File: src/inc/timer8_defs.svh
`ifndef TIMER8_DEFS_SVH
`define TIMER8_DEFS_SVH

// register byte offsets on the bus
`define T8_OFF_CTRL_A 8'h00
`define T8_OFF_CTRL_B 8'h04
`define T8_OFF_COUNTER 8'h08
`define T8_OFF_COMPARE_A 8'h0C
`define T8_OFF_COMPARE_B 8'h10
`define T8_OFF_INT_MASK 8'h14
`define T8_OFF_INT_FLAG 8'h18

// control register A fields
`define T8_COM_A_LSB 6
`define T8_COM_B_LSB 4
`define T8_WGM_LOW_LSB 0
// control register B fields
`define T8_FORCE_A_BIT 7
`define T8_FORCE_B_BIT 6
`define T8_WGM_HIGH_BIT 3
`define T8_CS_LSB 0
// mask and flag bit positions
`define T8_OVF_BIT 0
`define T8_CMP_A_BIT 1
`define T8_CMP_B_BIT 2

// counter landmarks
`define T8_BOTTOM 8'h00
`define T8_MAX 8'hFF
`define T8_CS_STOPPED 3'h0
// waveform mode codes
`define T8_WGM_NORMAL 3'h0
`define T8_WGM_PHASE_FF 3'h1
`define T8_WGM_CLEAR_ON_MATCH 3'h2
`define T8_WGM_FAST_FF 3'h3
`define T8_WGM_PHASE_OCA 3'h5
`define T8_WGM_FAST_OCA 3'h7
// compare output mode codes
`define T8_COM_OFF 2'h0
`define T8_COM_TOGGLE 2'h1
`define T8_COM_CLEAR 2'h2
`define T8_COM_SET 2'h3
// bus answers
`define T8_HRESP_OKAY 1'b0
`define T8_HSIZE_WORD 3'h2

`endif

File: src/inc/timer8_pkg.sv
package timer8_pkg;

   // how the counting sequence treats the compare registers and outputs
   typedef enum logic [1:0] {PWM_NONE, PWM_FAST, PWM_PHASE} pwm_kind_t;

   // whole state of the timer top
   typedef struct packed {
      logic [7:0] cnt;
      logic countUp;
      logic block;
      logic [7:0] ocrA;
      logic [7:0] ocrB;
      logic [7:0] bufA;
      logic [7:0] bufB;
      logic [1:0] comA;
      logic [1:0] comB;
      logic [2:0] wgm;
      logic [2:0] cs;
      logic flagA;
      logic flagB;
      logic flagOv;
      logic maskA;
      logic maskB;
      logic maskOv;
      logic forceA;
      logic forceB;
      logic wrPend;
      logic [7:0] wrAddr;
      logic [31:0] rdata;
   } timer_state_t;

   // state of one waveform output stage
   typedef struct packed {
      logic oc;
   } wave_state_t;

endpackage

File: src/inc/wave_if.sv
`timescale 1ns/1ns
`default_nettype none

// carries one compare channel's events from the timer to its output stage
interface wave_if;
   logic [1:0] com;
   logic match;
   logic force_;
   logic bottomEv;
   logic countUp;
   logic toggleOk;
   timer8_pkg::pwm_kind_t kind;
   logic ocBit;
   modport ctrl (output com, match, force_, bottomEv, countUp, toggleOk, kind, input ocBit);
   modport unit (input com, match, force_, bottomEv, countUp, toggleOk, kind, output ocBit);
endinterface

`default_nettype wire

File: src/hdl/wave_unit.sv
`timescale 1ns/1ns
`default_nettype none
`include "timer8_defs.svh"

module wave_unit (
   input wire logic clk_sys,
   input wire logic rst,
   wave_if.unit w
);

   timer8_pkg::wave_state_t q;
   timer8_pkg::wave_state_t d;

   // output register action per kind of mode; mode off leaves it alone
   always_comb
   begin
      d = q;
      case (w.kind)
         timer8_pkg::PWM_NONE:
         begin
            if (w.match || w.force_)
            begin
               case (w.com)
                  `T8_COM_TOGGLE: d.oc = ~q.oc;
                  `T8_COM_CLEAR: d.oc = 1'b0;
                  `T8_COM_SET: d.oc = 1'b1;
                  default: d.oc = q.oc;
               endcase
            end
         end
         timer8_pkg::PWM_FAST:
         begin
            // bottom comes after the match in time, so it wins a tie
            if (w.bottomEv && w.com == `T8_COM_CLEAR)
               d.oc = 1'b1;
            else if (w.bottomEv && w.com == `T8_COM_SET)
               d.oc = 1'b0;
            else if (w.match)
            begin
               case (w.com)
                  `T8_COM_TOGGLE: d.oc = w.toggleOk ? ~q.oc : q.oc;
                  `T8_COM_CLEAR: d.oc = 1'b0;
                  `T8_COM_SET: d.oc = 1'b1;
                  default: d.oc = q.oc;
               endcase
            end
         end
         timer8_pkg::PWM_PHASE:
         begin
            if (w.match)
            begin
               case (w.com)
                  `T8_COM_TOGGLE: d.oc = w.toggleOk ? ~q.oc : q.oc;
                  `T8_COM_CLEAR: d.oc = ~w.countUp;
                  `T8_COM_SET: d.oc = w.countUp;
                  default: d.oc = q.oc;
               endcase
            end
         end
         default: d = q;
      endcase
   end

   // mode changes never touch this register, only reset does
   always_ff @(posedge clk_sys)
   begin
      if (rst)
         q <= '0;
      else
         q <= d;
   end

   assign w.ocBit = q.oc;

endmodule

`default_nettype wire

File: src/hdl/timer8_top.sv
// The implementer's own choices: the address map and the AHB-Lite register port.
`timescale 1ns/1ns
`default_nettype none
`include "timer8_defs.svh"

// How it works
// - each tick clears, increments or decrements counter
// - clock select zero stops counter, access remains
// - cpu counter write beats same-cycle count
// - waveform mode bits split across both controls
// - equality sets compare flag on next tick
// - enabled flag raises request; service or one clears
// - pwm modes buffer compares, update at top/bottom
// - cpu reaches buffer or active compare register
// - force strobe acts like match, non-pwm only
// - counter write blocks matches on next tick
// - output mode unbuffered, next match uses it
// - reset zeroes output registers, mode change keeps
// - nonzero output mode overrides port data
// - output mode zero leaves output register alone
// - output mode never alters counting sequence
// - normal mode counts up, wraps max to zero
// - normal overflow flag sets when counter hits zero
// - overflow service clears overflow flag
// - bottom is zero, top is max or compare
module timer8_top (
   input wire logic clk_sys,
   input wire logic rst,
   input wire logic hsel,
   input wire logic [31:0] haddr,
   input wire logic [1:0] htrans,
   input wire logic hwrite,
   input wire logic [2:0] hsize,
   input wire logic [31:0] hwdata,
   input wire logic hready,
   output logic hreadyout,
   output logic [31:0] hrdata,
   output logic hresp,
   input wire logic tickIn,
   input wire logic ackCompA,
   input wire logic ackCompB,
   input wire logic ackOverflow,
   output logic irqCompA,
   output logic irqCompB,
   output logic irqOverflow,
   input wire logic portDataA,
   input wire logic portDataB,
   input wire logic wavePinDirectionA,
   input wire logic wavePinDirectionB,
   output logic waveOutA,
   output logic waveOutB,
   output logic waveOeNA,
   output logic waveOeNB
);

   timer8_pkg::timer_state_t q;
   timer8_pkg::timer_state_t d;

   logic tick;
   logic [7:0] top;
   timer8_pkg::pwm_kind_t kind;
   logic [8:0] step;
   logic matchA;
   logic matchB;
   logic ovfEv;
   logic bufUpdate;
   logic bottomEv;
   logic addrTaken;
   logic readReq;
   logic [7:0] wdata;

   wave_if chanA ();
   wave_if chanB ();

   // sorts a waveform mode into its family
   function automatic timer8_pkg::pwm_kind_t kindOf(input logic [2:0] m);
      case (m)
         `T8_WGM_PHASE_FF, `T8_WGM_PHASE_OCA: kindOf = timer8_pkg::PWM_PHASE;
         `T8_WGM_FAST_FF, `T8_WGM_FAST_OCA: kindOf = timer8_pkg::PWM_FAST;
         default: kindOf = timer8_pkg::PWM_NONE;
      endcase
   endfunction

   // next {direction, count} for one tick; single slope clears at top
   function automatic logic [8:0] stepCount(
      input timer8_pkg::pwm_kind_t k,
      input logic [7:0] c,
      input logic [7:0] t,
      input logic up
   );
      if (k == timer8_pkg::PWM_PHASE)
      begin
         if (up && c >= t)
            stepCount = {1'b0, 8'(c - 8'h01)};
         else if (!up && c == `T8_BOTTOM)
            stepCount = {1'b1, 8'(c + 8'h01)};
         else if (up)
            stepCount = {1'b1, 8'(c + 8'h01)};
         else
            stepCount = {1'b0, 8'(c - 8'h01)};
      end
      else if (c == t)
         stepCount = {1'b1, `T8_BOTTOM};
      else
         stepCount = {1'b1, 8'(c + 8'h01)};
   endfunction

   // read view of a register; compares show the buffer in pwm modes
   function automatic logic [7:0] regView(
      input timer8_pkg::timer_state_t s,
      input logic [7:0] a
   );
      logic pwm;
      pwm = kindOf(s.wgm) != timer8_pkg::PWM_NONE;
      case (a)
         `T8_OFF_CTRL_A: regView = {s.comA, s.comB, 2'h0, s.wgm[1:0]};
         `T8_OFF_CTRL_B: regView = {4'h0, s.wgm[2], s.cs};
         `T8_OFF_COUNTER: regView = s.cnt;
         `T8_OFF_COMPARE_A: regView = pwm ? s.bufA : s.ocrA;
         `T8_OFF_COMPARE_B: regView = pwm ? s.bufB : s.ocrB;
         `T8_OFF_INT_MASK: regView = {5'h00, s.maskB, s.maskA, s.maskOv};
         `T8_OFF_INT_FLAG: regView = {5'h00, s.flagB, s.flagA, s.flagOv};
         default: regView = 8'h00;
      endcase
   endfunction

   // timer events seen this cycle
   assign tick = tickIn && (q.cs != `T8_CS_STOPPED);
   assign kind = kindOf(q.wgm);
   assign top = (q.wgm == `T8_WGM_CLEAR_ON_MATCH || q.wgm == `T8_WGM_PHASE_OCA
      || q.wgm == `T8_WGM_FAST_OCA) ? q.ocrA : `T8_MAX;
   assign step = stepCount(kind, q.cnt, top, q.countUp);
   // a counter write blanks the comparator through the next tick
   assign matchA = tick && !q.block && q.cnt == q.ocrA;
   assign matchB = tick && !q.block && q.cnt == q.ocrB;
   assign bottomEv = tick && kind == timer8_pkg::PWM_FAST && q.cnt == top;
   assign bufUpdate = tick && ((kind == timer8_pkg::PWM_FAST && q.cnt == top)
      || (kind == timer8_pkg::PWM_PHASE && q.countUp && q.cnt >= top));

   // overflow: max to zero in non-pwm, top in fast, reaching bottom in phase
   always_comb
   begin
      case (kind)
         timer8_pkg::PWM_PHASE: ovfEv = tick && !q.countUp && q.cnt == 8'h01;
         timer8_pkg::PWM_FAST: ovfEv = tick && q.cnt == top;
         default: ovfEv = tick && q.cnt == `T8_MAX;
      endcase
   end

   // bus request decode; a read straight after a write waits one cycle so
   // that it sees the written value
   assign readReq = hsel && htrans[1] && !hwrite;
   assign hreadyout = !(q.wrPend && readReq);
   assign addrTaken = hsel && htrans[1] && hready;
   assign wdata = hwdata[7:0];
   assign hrdata = q.rdata;
   assign hresp = `T8_HRESP_OKAY;

   // next state: counting first, then cpu writes on top, flag sets last
   always_comb
   begin
      d = q;
      d.forceA = 1'b0;
      d.forceB = 1'b0;
      if (tick)
      begin
         d.block = 1'b0;
         d.cnt = step[7:0];
         d.countUp = step[8];
         if (bufUpdate)
         begin
            d.ocrA = q.bufA;
            d.ocrB = q.bufB;
         end
      end
      // interrupt service clears its flag
      if (ackCompA)
         d.flagA = 1'b0;
      if (ackCompB)
         d.flagB = 1'b0;
      if (ackOverflow)
         d.flagOv = 1'b0;
      // write data phase
      if (q.wrPend)
      begin
         case (q.wrAddr)
            `T8_OFF_CTRL_A:
            begin
               d.comA = wdata[`T8_COM_A_LSB +: 2];
               d.comB = wdata[`T8_COM_B_LSB +: 2];
               d.wgm[1:0] = wdata[`T8_WGM_LOW_LSB +: 2];
            end
            `T8_OFF_CTRL_B:
            begin
               d.wgm[2] = wdata[`T8_WGM_HIGH_BIT];
               d.cs = wdata[`T8_CS_LSB +: 3];
               // strobes only act outside pwm modes
               d.forceA = wdata[`T8_FORCE_A_BIT] && kind == timer8_pkg::PWM_NONE;
               d.forceB = wdata[`T8_FORCE_B_BIT] && kind == timer8_pkg::PWM_NONE;
            end
            `T8_OFF_COUNTER:
            begin
               d.cnt = wdata;
               d.block = 1'b1;
            end
            `T8_OFF_COMPARE_A:
            begin
               d.bufA = wdata;
               if (kind == timer8_pkg::PWM_NONE)
                  d.ocrA = wdata;
            end
            `T8_OFF_COMPARE_B:
            begin
               d.bufB = wdata;
               if (kind == timer8_pkg::PWM_NONE)
                  d.ocrB = wdata;
            end
            `T8_OFF_INT_MASK:
            begin
               d.maskOv = wdata[`T8_OVF_BIT];
               d.maskA = wdata[`T8_CMP_A_BIT];
               d.maskB = wdata[`T8_CMP_B_BIT];
            end
            `T8_OFF_INT_FLAG:
            begin
               // writing one clears
               if (wdata[`T8_OVF_BIT])
                  d.flagOv = 1'b0;
               if (wdata[`T8_CMP_A_BIT])
                  d.flagA = 1'b0;
               if (wdata[`T8_CMP_B_BIT])
                  d.flagB = 1'b0;
            end
            default: d.wrPend = 1'b0;
         endcase
      end
      // hardware sets land after every clear so no event is lost
      if (matchA)
         d.flagA = 1'b1;
      if (matchB)
         d.flagB = 1'b1;
      if (ovfEv)
         d.flagOv = 1'b1;
      // address phase: only whole-word writes are kept, reads sample now
      d.wrPend = addrTaken && hwrite && hsize == `T8_HSIZE_WORD;
      d.wrAddr = haddr[7:0];
      if (addrTaken && !hwrite)
         d.rdata = {24'h000000, regView(q, haddr[7:0])};
   end

   // every register on the one clock, synchronous reset
   always_ff @(posedge clk_sys)
   begin
      if (rst)
         q <= '0;
      else
         q <= d;
   end

   // interrupt requests gated by their enables
   assign irqCompA = q.flagA && q.maskA;
   assign irqCompB = q.flagB && q.maskB;
   assign irqOverflow = q.flagOv && q.maskOv;

   // compare channel events toward the output stages
   assign chanA.com = q.comA;
   assign chanA.match = matchA;
   assign chanA.force_ = q.forceA;
   assign chanA.bottomEv = bottomEv;
   assign chanA.countUp = q.countUp;
   assign chanA.toggleOk = q.wgm[2];
   assign chanA.kind = kind;
   assign chanB.com = q.comB;
   assign chanB.match = matchB;
   assign chanB.force_ = q.forceB;
   assign chanB.bottomEv = bottomEv;
   assign chanB.countUp = q.countUp;
   assign chanB.toggleOk = 1'b0; // channel b has no pwm toggle
   assign chanB.kind = kind;

   wave_unit waveA (
      .clk_sys(clk_sys),
      .rst(rst),
      .w(chanA.unit)
   );

   wave_unit waveB (
      .clk_sys(clk_sys),
      .rst(rst),
      .w(chanB.unit)
   );

   // pin override is mode independent; direction stays with the port
   assign waveOutA = (q.comA != `T8_COM_OFF) ? chanA.ocBit : portDataA;
   assign waveOutB = (q.comB != `T8_COM_OFF) ? chanB.ocBit : portDataB;
   assign waveOeNA = !wavePinDirectionA;
   assign waveOeNB = !wavePinDirectionB;

endmodule

`default_nettype wire

File: config.mk
export PLATFORM = sky130hd
export DESIGN_NAME = timer8_top
export DESIGN_NICKNAME = d
export VERILOG_FILES = /design/src/inc/timer8_pkg.sv /design/src/inc/wave_if.sv /design/src/hdl/wave_unit.sv /design/src/hdl/timer8_top.sv
export VERILOG_INCLUDE_DIRS = /design/src /design/src/inc
export SDC_FILE = /design/constraint.sdc
export NUM_CORES = 1
export LEC_CHECK = 0
export BUFFER_PORTS_ARGS = -buffer_cell sky130_fd_sc_hd__buf_2
export CORE_MARGIN = 1.5
export CORE_UTILIZATION = 54
export CTS_CLUSTER_DIAMETER = 150
export DETAILED_ROUTE_END_ITERATION = 8
export PLACE_DENSITY = 0.92
export SYNTH_ARGS = -nofsm -noshare
export SYNTH_HDL_FRONTEND = slang
export SYNTH_HIERARCHICAL = 1
export SYNTH_SLANG_ARGS = --single-unit
File: constraint.sdc
create_clock -name clk_sys -period 4.83 [get_ports clk_sys]
set_clock_uncertainty 0.05 [all_clocks]
set_input_delay 0.966 -clock clk_sys [delete_from_list [all_inputs] [get_ports clk_sys]]
set_output_delay 0.966 -clock clk_sys [all_outputs]
set_load 0.005 [all_outputs]
* Word level (Yosys, flattened, before mapping)
Cells that the tools add are included.
** Storage, ports and cells
- Register bits :: 79
- Bits of input ports :: 82
- Output and inout port bits :: 41
** Operators by class
- Add/sub/neg operators :: 2
- $lt $le $gt $ge :: 1
- Equal/unequal tests :: 43
- Muxes and demuxes :: 62
- Bitwise gates (word level) :: 5
- Reduce and logical (&&, ||, !) cells :: 63
** Operator list (number)
- $mux W8 :: 12
- $pmux W8 S7 :: 1
- $mux W52 :: 1
- $eq A8 B5 Y1 const B :: 6
- $mux W9 :: 4
- $eq A8 B4 Y1 const B :: 4
- $logic_and A1 B1 Y1 :: 32
- $mux W26 :: 1
- $mux W1 :: 25
- $eq A8 B8 Y1 :: 3
- $logic_not A8 Y1 :: 3
- $ne A4 B1 Y1 const B :: 5
- $pmux W1 S3 :: 6
- $eq A8 B3 Y1 const B :: 2
- $mux W16 :: 1
- $reduce_and A7 Y1 :: 2
- $eq A2 B2 Y1 const B :: 5
- $reduce_and A2 Y1 :: 5
- $eq A3 B2 Y1 const B :: 3
- $mux W3 :: 3
- $add A8 B1 Y8 const B :: 1
- $eq A8 B1 Y1 const B :: 1
- $eq A8 B8 Y1 const B :: 1
- $ge A8 B8 Y1 :: 1
- 21 further kinds :: 48

* Depth between registers and ports, before layout
- Depth after elaboration :: 14
- Depth in mapped cells :: 14
- Gate-level depth less buffers :: 12

* By module
Netlist, hierarchy kept.
** Modules (own cells, without submodules)
- timer8_top :: times used 1, cells an instance 556, area an instance 4520.6 um2
- wave_unit :: times used 2, cells an instance 26, area an instance 209.0 um2

* Worst setup path after synthesis
Ideal clock, no wire load.
- Kind :: reg-to-reg
- From :: reg q[52] (netlist name)
- To :: reg q[75] (netlist name)
- Library setup time :: 0.119 ns
- Data arrival time :: 3.176 ns
- Data required time :: 4.661 ns
- Path slack :: 1.485 ns
- Stages on the path, launching flop included :: 14
- Path buffers :: 2
- Path through :: dfxtp_1 buf_2 buf_1 nor3b_1 a21oi_1 or2_2 ha_1 nand2b_1 a2111o_1 a311oi_2 nor3_2 nor2_8 nand2_1 o221a_2
** On the way
- Word-level cells in the longest chain between the ends :: 13
- Elaborated cells between the ends (all ways) :: 26
- Those cells by class :: 1 x order compare; 8 x eq/ne; 7 x mux; 10 x reduce/logical
** RTL lines
- start: declaration :: line timer8_top.sv:56 : timer8_pkg::timer_state_t q;
- start signal: assignment :: line timer8_top.sv:255 : q <= '0;
- start signal: assignment :: line timer8_top.sv:257 : q <= d;
- $eq A3 B2 Y1 (no source line), or another cell as far along
- $logic_or A1 B1 Y1 (no source line) or $reduce_or A2 Y1 (tied branches)
- $logic_or A1 B1 Y1 (no source line) or $pmux W2 S2 (tied branches)
- $mux W8 (no source line) or $eq A2 B2 Y1 (tied branches)
- $ge A8 B8 Y1, or another cell as far along :: line timer8_top.sv:138 : || (kind == timer8_pkg::PWM_PHASE && q.countUp && q.cnt >= top));
- $logic_and A1 B1 Y1 (on tied branches) :: line timer8_top.sv:138, timer8_top.sv:137
- $logic_or A1 B1 Y1 :: line timer8_top.sv:138
- $logic_and A1 B1 Y1 :: line timer8_top.sv:137 : assign bufUpdate = tick && ((kind == timer8_pkg::PWM_FAST && q.cnt == top)
- $mux W16 :: line timer8_top.sv:170 : if (bufUpdate)
- $mux W26 :: line timer8_top.sv:165 : if (tick)
- $mux W8 :: line timer8_top.sv:215 : if (kind == timer8_pkg::PWM_NONE)
- $mux W8 :: line timer8_top.sv:186 : case (q.wrAddr)
- $mux W52 * :: line timer8_top.sv:184 : if (q.wrPend)
Mark *: on every way between the ends. The rest lies on a longest branch, timed or not.
A chain may end at the register's enable or synchronous reset.

* Worst setup path after layout
- From :: reg q (netlist bit chanA.toggleOk)
- To :: reg q[76] (netlist name)
Same word-level chain as after synthesis.

==> metrics.yaml <==
global_route:
  grt_overflow: 0
  grtUsageTotal_pct: 28.6
  grt_pass1_wl_um: 22100
  grt_max_degree: 62
  antenna_found_initial: 0
  grt_pass1_vias: 4345
die:
  start_util_pct: 56.1
  io-pin-count: 123
  core-area_um2: 8810
  rows: 34
  dieWidth_um: 98.6
  dieHeight_um: 98.6
  die_area_um2: 9730
drt:
  drt-pass1-iter-count: 9
  dr_total_vias: 4685
  ant_nets: 0
  routedWlPerCell_um: 18.6
  wl_um: 13800
  first_iter_violations: 592
  drc: 2
  via_per_inst: 6.29
synthesis:
  netlist_instances: 608
  ys_seq_area_share_pct: 32.0
  yosys.area_share.simple_pct: 21.5
  ys_types: 63
  synthFlopType: "dfxtp_1"
  synth_edf_count: 0
  syn_area_per_cell_um2: 8.12
  synth_top_family_by_area: "simple AND/OR/NAND/NOR gates"
  synth-compound-area-share_pct: 20.5
  synthArstFlopShare_pct: 0
  syn_area_um2: 4940
  ys_seq_elements: 79
  synth-xor-area-share_pct: 4.97
  yosysWarnings: 6
  yosys.area_share.adder_pct: 4.31
  synthMuxAreaShare_pct: 7.32
finish:
  seqCellArea_um2: 1580
  design_area_um2: 5290
  final_net_count: 731
  drive_gt1_share_pct: 16.3
  layout_commonest_cell: "nor2_1"
  multiInputGateArea_um2: 3000
  antenna-diode-count: 0
  fillers: 720
  mostFrequentLayoutCells: "nor2_1 (83), dfxtp_1 (79), a21oi_1 (49)"
  syn_to_final_growth_pct: 7.07
run_status:
  violations: "DRC"
  status: "finished, violations left"
pwr:
  p_leak_nw: 2.12
  power_density_nw_per_um2: 247
  ir_drop_v: 0.000144
clock_network:
  clock_path_buffers: 2
  path_clk_slew_ps: 90
  cts_tree: "yes"
  htreeDepth: 3
  postCtsHoldBufs: 0
  clockRootBuffer: "clkbuf_8"
  cts_setup_buffers: 0
  cts_sinks: 79
  cts_buffers: 9
  ctsResizeCount: 0
  clk_latency_ps: 370
placement:
  place_hpwl_um: 9770
  io_buffers: 48
  place_ws_ps: 1250
  globalplace.congestion: 0.994
  dpl_cell_area_um2: 5060
sta:
  fmax_mhz: 276
  rsz0062_at_grt: "no"
  fin_setup_tns_ps: 0
  worst_pin_slew_ps: 1250
  finalCritPeriodShare_pct: 75.0
  post-route-min-period_ps: 3620
  setup_viol: 0
  worst_slack_ps: 1210
  hold_viol: 0
  slew_headroom_pct: 15.8
  drv_slew: 0
setup_path:
  critical_path.max_stage_delay_ps: 510
  path_cells: "nor3b_1 -> a21oi_1 -> or2_2 -> ha_1 -> nand2b_1 -> a2111o_1 -> a311oi_2 -> nor3_2 -> nor2_8 -> nand2_1 -> o221a_2"
  required_ps: 5040
  arrival_ps: 3830
  path_class: "reg -> reg"
  crit_path_end_kind: "flip-flop"
  crit_buf_inv: 0
  crit_path_max_fanout: 18
  start_kind: "flip-flop"
  slowest_stage: "dfxtp_1"
  cp_top_family: "compound AO/OA/AOI/OAI gates"
job:
  maxCapViolations: 0
worst_hold_path:
  holdCritPathClass: "reg -> reg"
==> worst reg2reg max path, stage by stage, from the launching register on <==
cell      delay (ps)
dfxtp_1          510
nor3b_1          100
a21oi_1          470
or2_2            210
ha_1             230
nand2b_1         150
a2111o_1         460
a311oi_2         320
nor3_2           120
nor2_8           320
nand2_1          280
o221a_2          310
==> Yosys cell counts (13+ instances only) <==
master / instances / share of area, %
nor2_1: 83 / 6.3
dfxtp_1: 79 / 32
a21oi_1: 49 / 5.0
nand2_1: 44 / 3.3
buf_4: 33 / 5.0
mux2i_1: 26 / 5.3
clkbuf_1: 24 / 1.8
inv_1: 23 / 1.7
xnor2_1: 23 / 4.1
o21ai_0: 20 / 2.0
ha_1: 17 / 4.3
o221a_2: 14 / 3.2
a31oi_1: 13 / 1.6
==> area by class of cell <==
cell class | count | area share, %
multi-input combinational | 467 | 56.6
sequential | 79 | 29.9
timing repair buffer | 50 | 4.83
tap | 108 | 2.56
clock buffer | 9 | 2.34
clock inverter | 7 | 1.94
inverter | 25 | 1.77
==> cell families (layout without fill, tap and decap cells) <==
logic type	after synthesis	in the layout
flip-flops	79	79
AO/OA/AOI/OAI	146	146
buffers and inverters	87	91
AND/OR/NAND/NOR	215	215
XOR/XNOR	28	28
other	1	26
adder cells (fa/ha/maj)	17	17
multiplexers	35	35
==> power by group <==
part / switching, mW / internal [mW] / leakage (nW)
logic: 0.0507 / 0.0251 / 1.36
clock network: 0.273 / 0.298 / 0.116
registers: 0.00338 / 0.656 / 0.639
total: 0.327 / 0.979 / 2.12
==> stage by stage <==
| step | hold WS (ps) | power [mW] | utilization (%) | instances |
|---|---|---|---|---|
| final | 423 | 1.31 | 60.0 | 745 |
| after CTS | 422 | 1.30 | 60.0 | 745 |
| after global placement | 391 | 0.744 | 57.5 | 729 |
| after global routing | 442 | 1.34 | 60.0 | 745 |
| after floorplan | 382 | 0.732 | - | 633 |
| after detailed placement | 402 | 0.748 | 57.5 | 729 |
==> final timing paths <==
check,from,to,slack (ps),depth (start not counted)
max,chanA.toggleOk$_SDFFE_PP0P_,q[76]$_SDFF_PP0_,1210,11
min,hrdata[0]$_SDFFE_PP0P_,hrdata[0]$_SDFFE_PP0P_,420,2
max reg2reg,chanA.toggleOk$_SDFFE_PP0P_,q[76]$_SDFF_PP0_,1210,11
min reg2reg,hrdata[0]$_SDFFE_PP0P_,hrdata[0]$_SDFFE_PP0P_,420,2
==> state kept, by name, summed over array words and instances, names as in the netlist <==
| register | count |
|---|---|
| chanB.com | 2 |
| chanA.com | 2 |
| waveA/w.ocBit | 1 |
| chanA.toggleOk | 1 |
| waveB/w.ocBit | 1 |
| hrdata | 8 |
| chanB.force_ | 1 |
| q | 61 |
| chanA.force_ | 1 |
| chanA.countUp | 1 |
==> routing by layer <==
layer  GRT usage, %  up-vias  share of wire (%)
li1               -     2160                  -
met1           36.6     2167                 39
met5              0        -                  0
met2           46.8      306                 47
met4           12.7        0                3.8
met3           5.74       52                 10
Note: power is estimated with default switching activity, not from simulation.
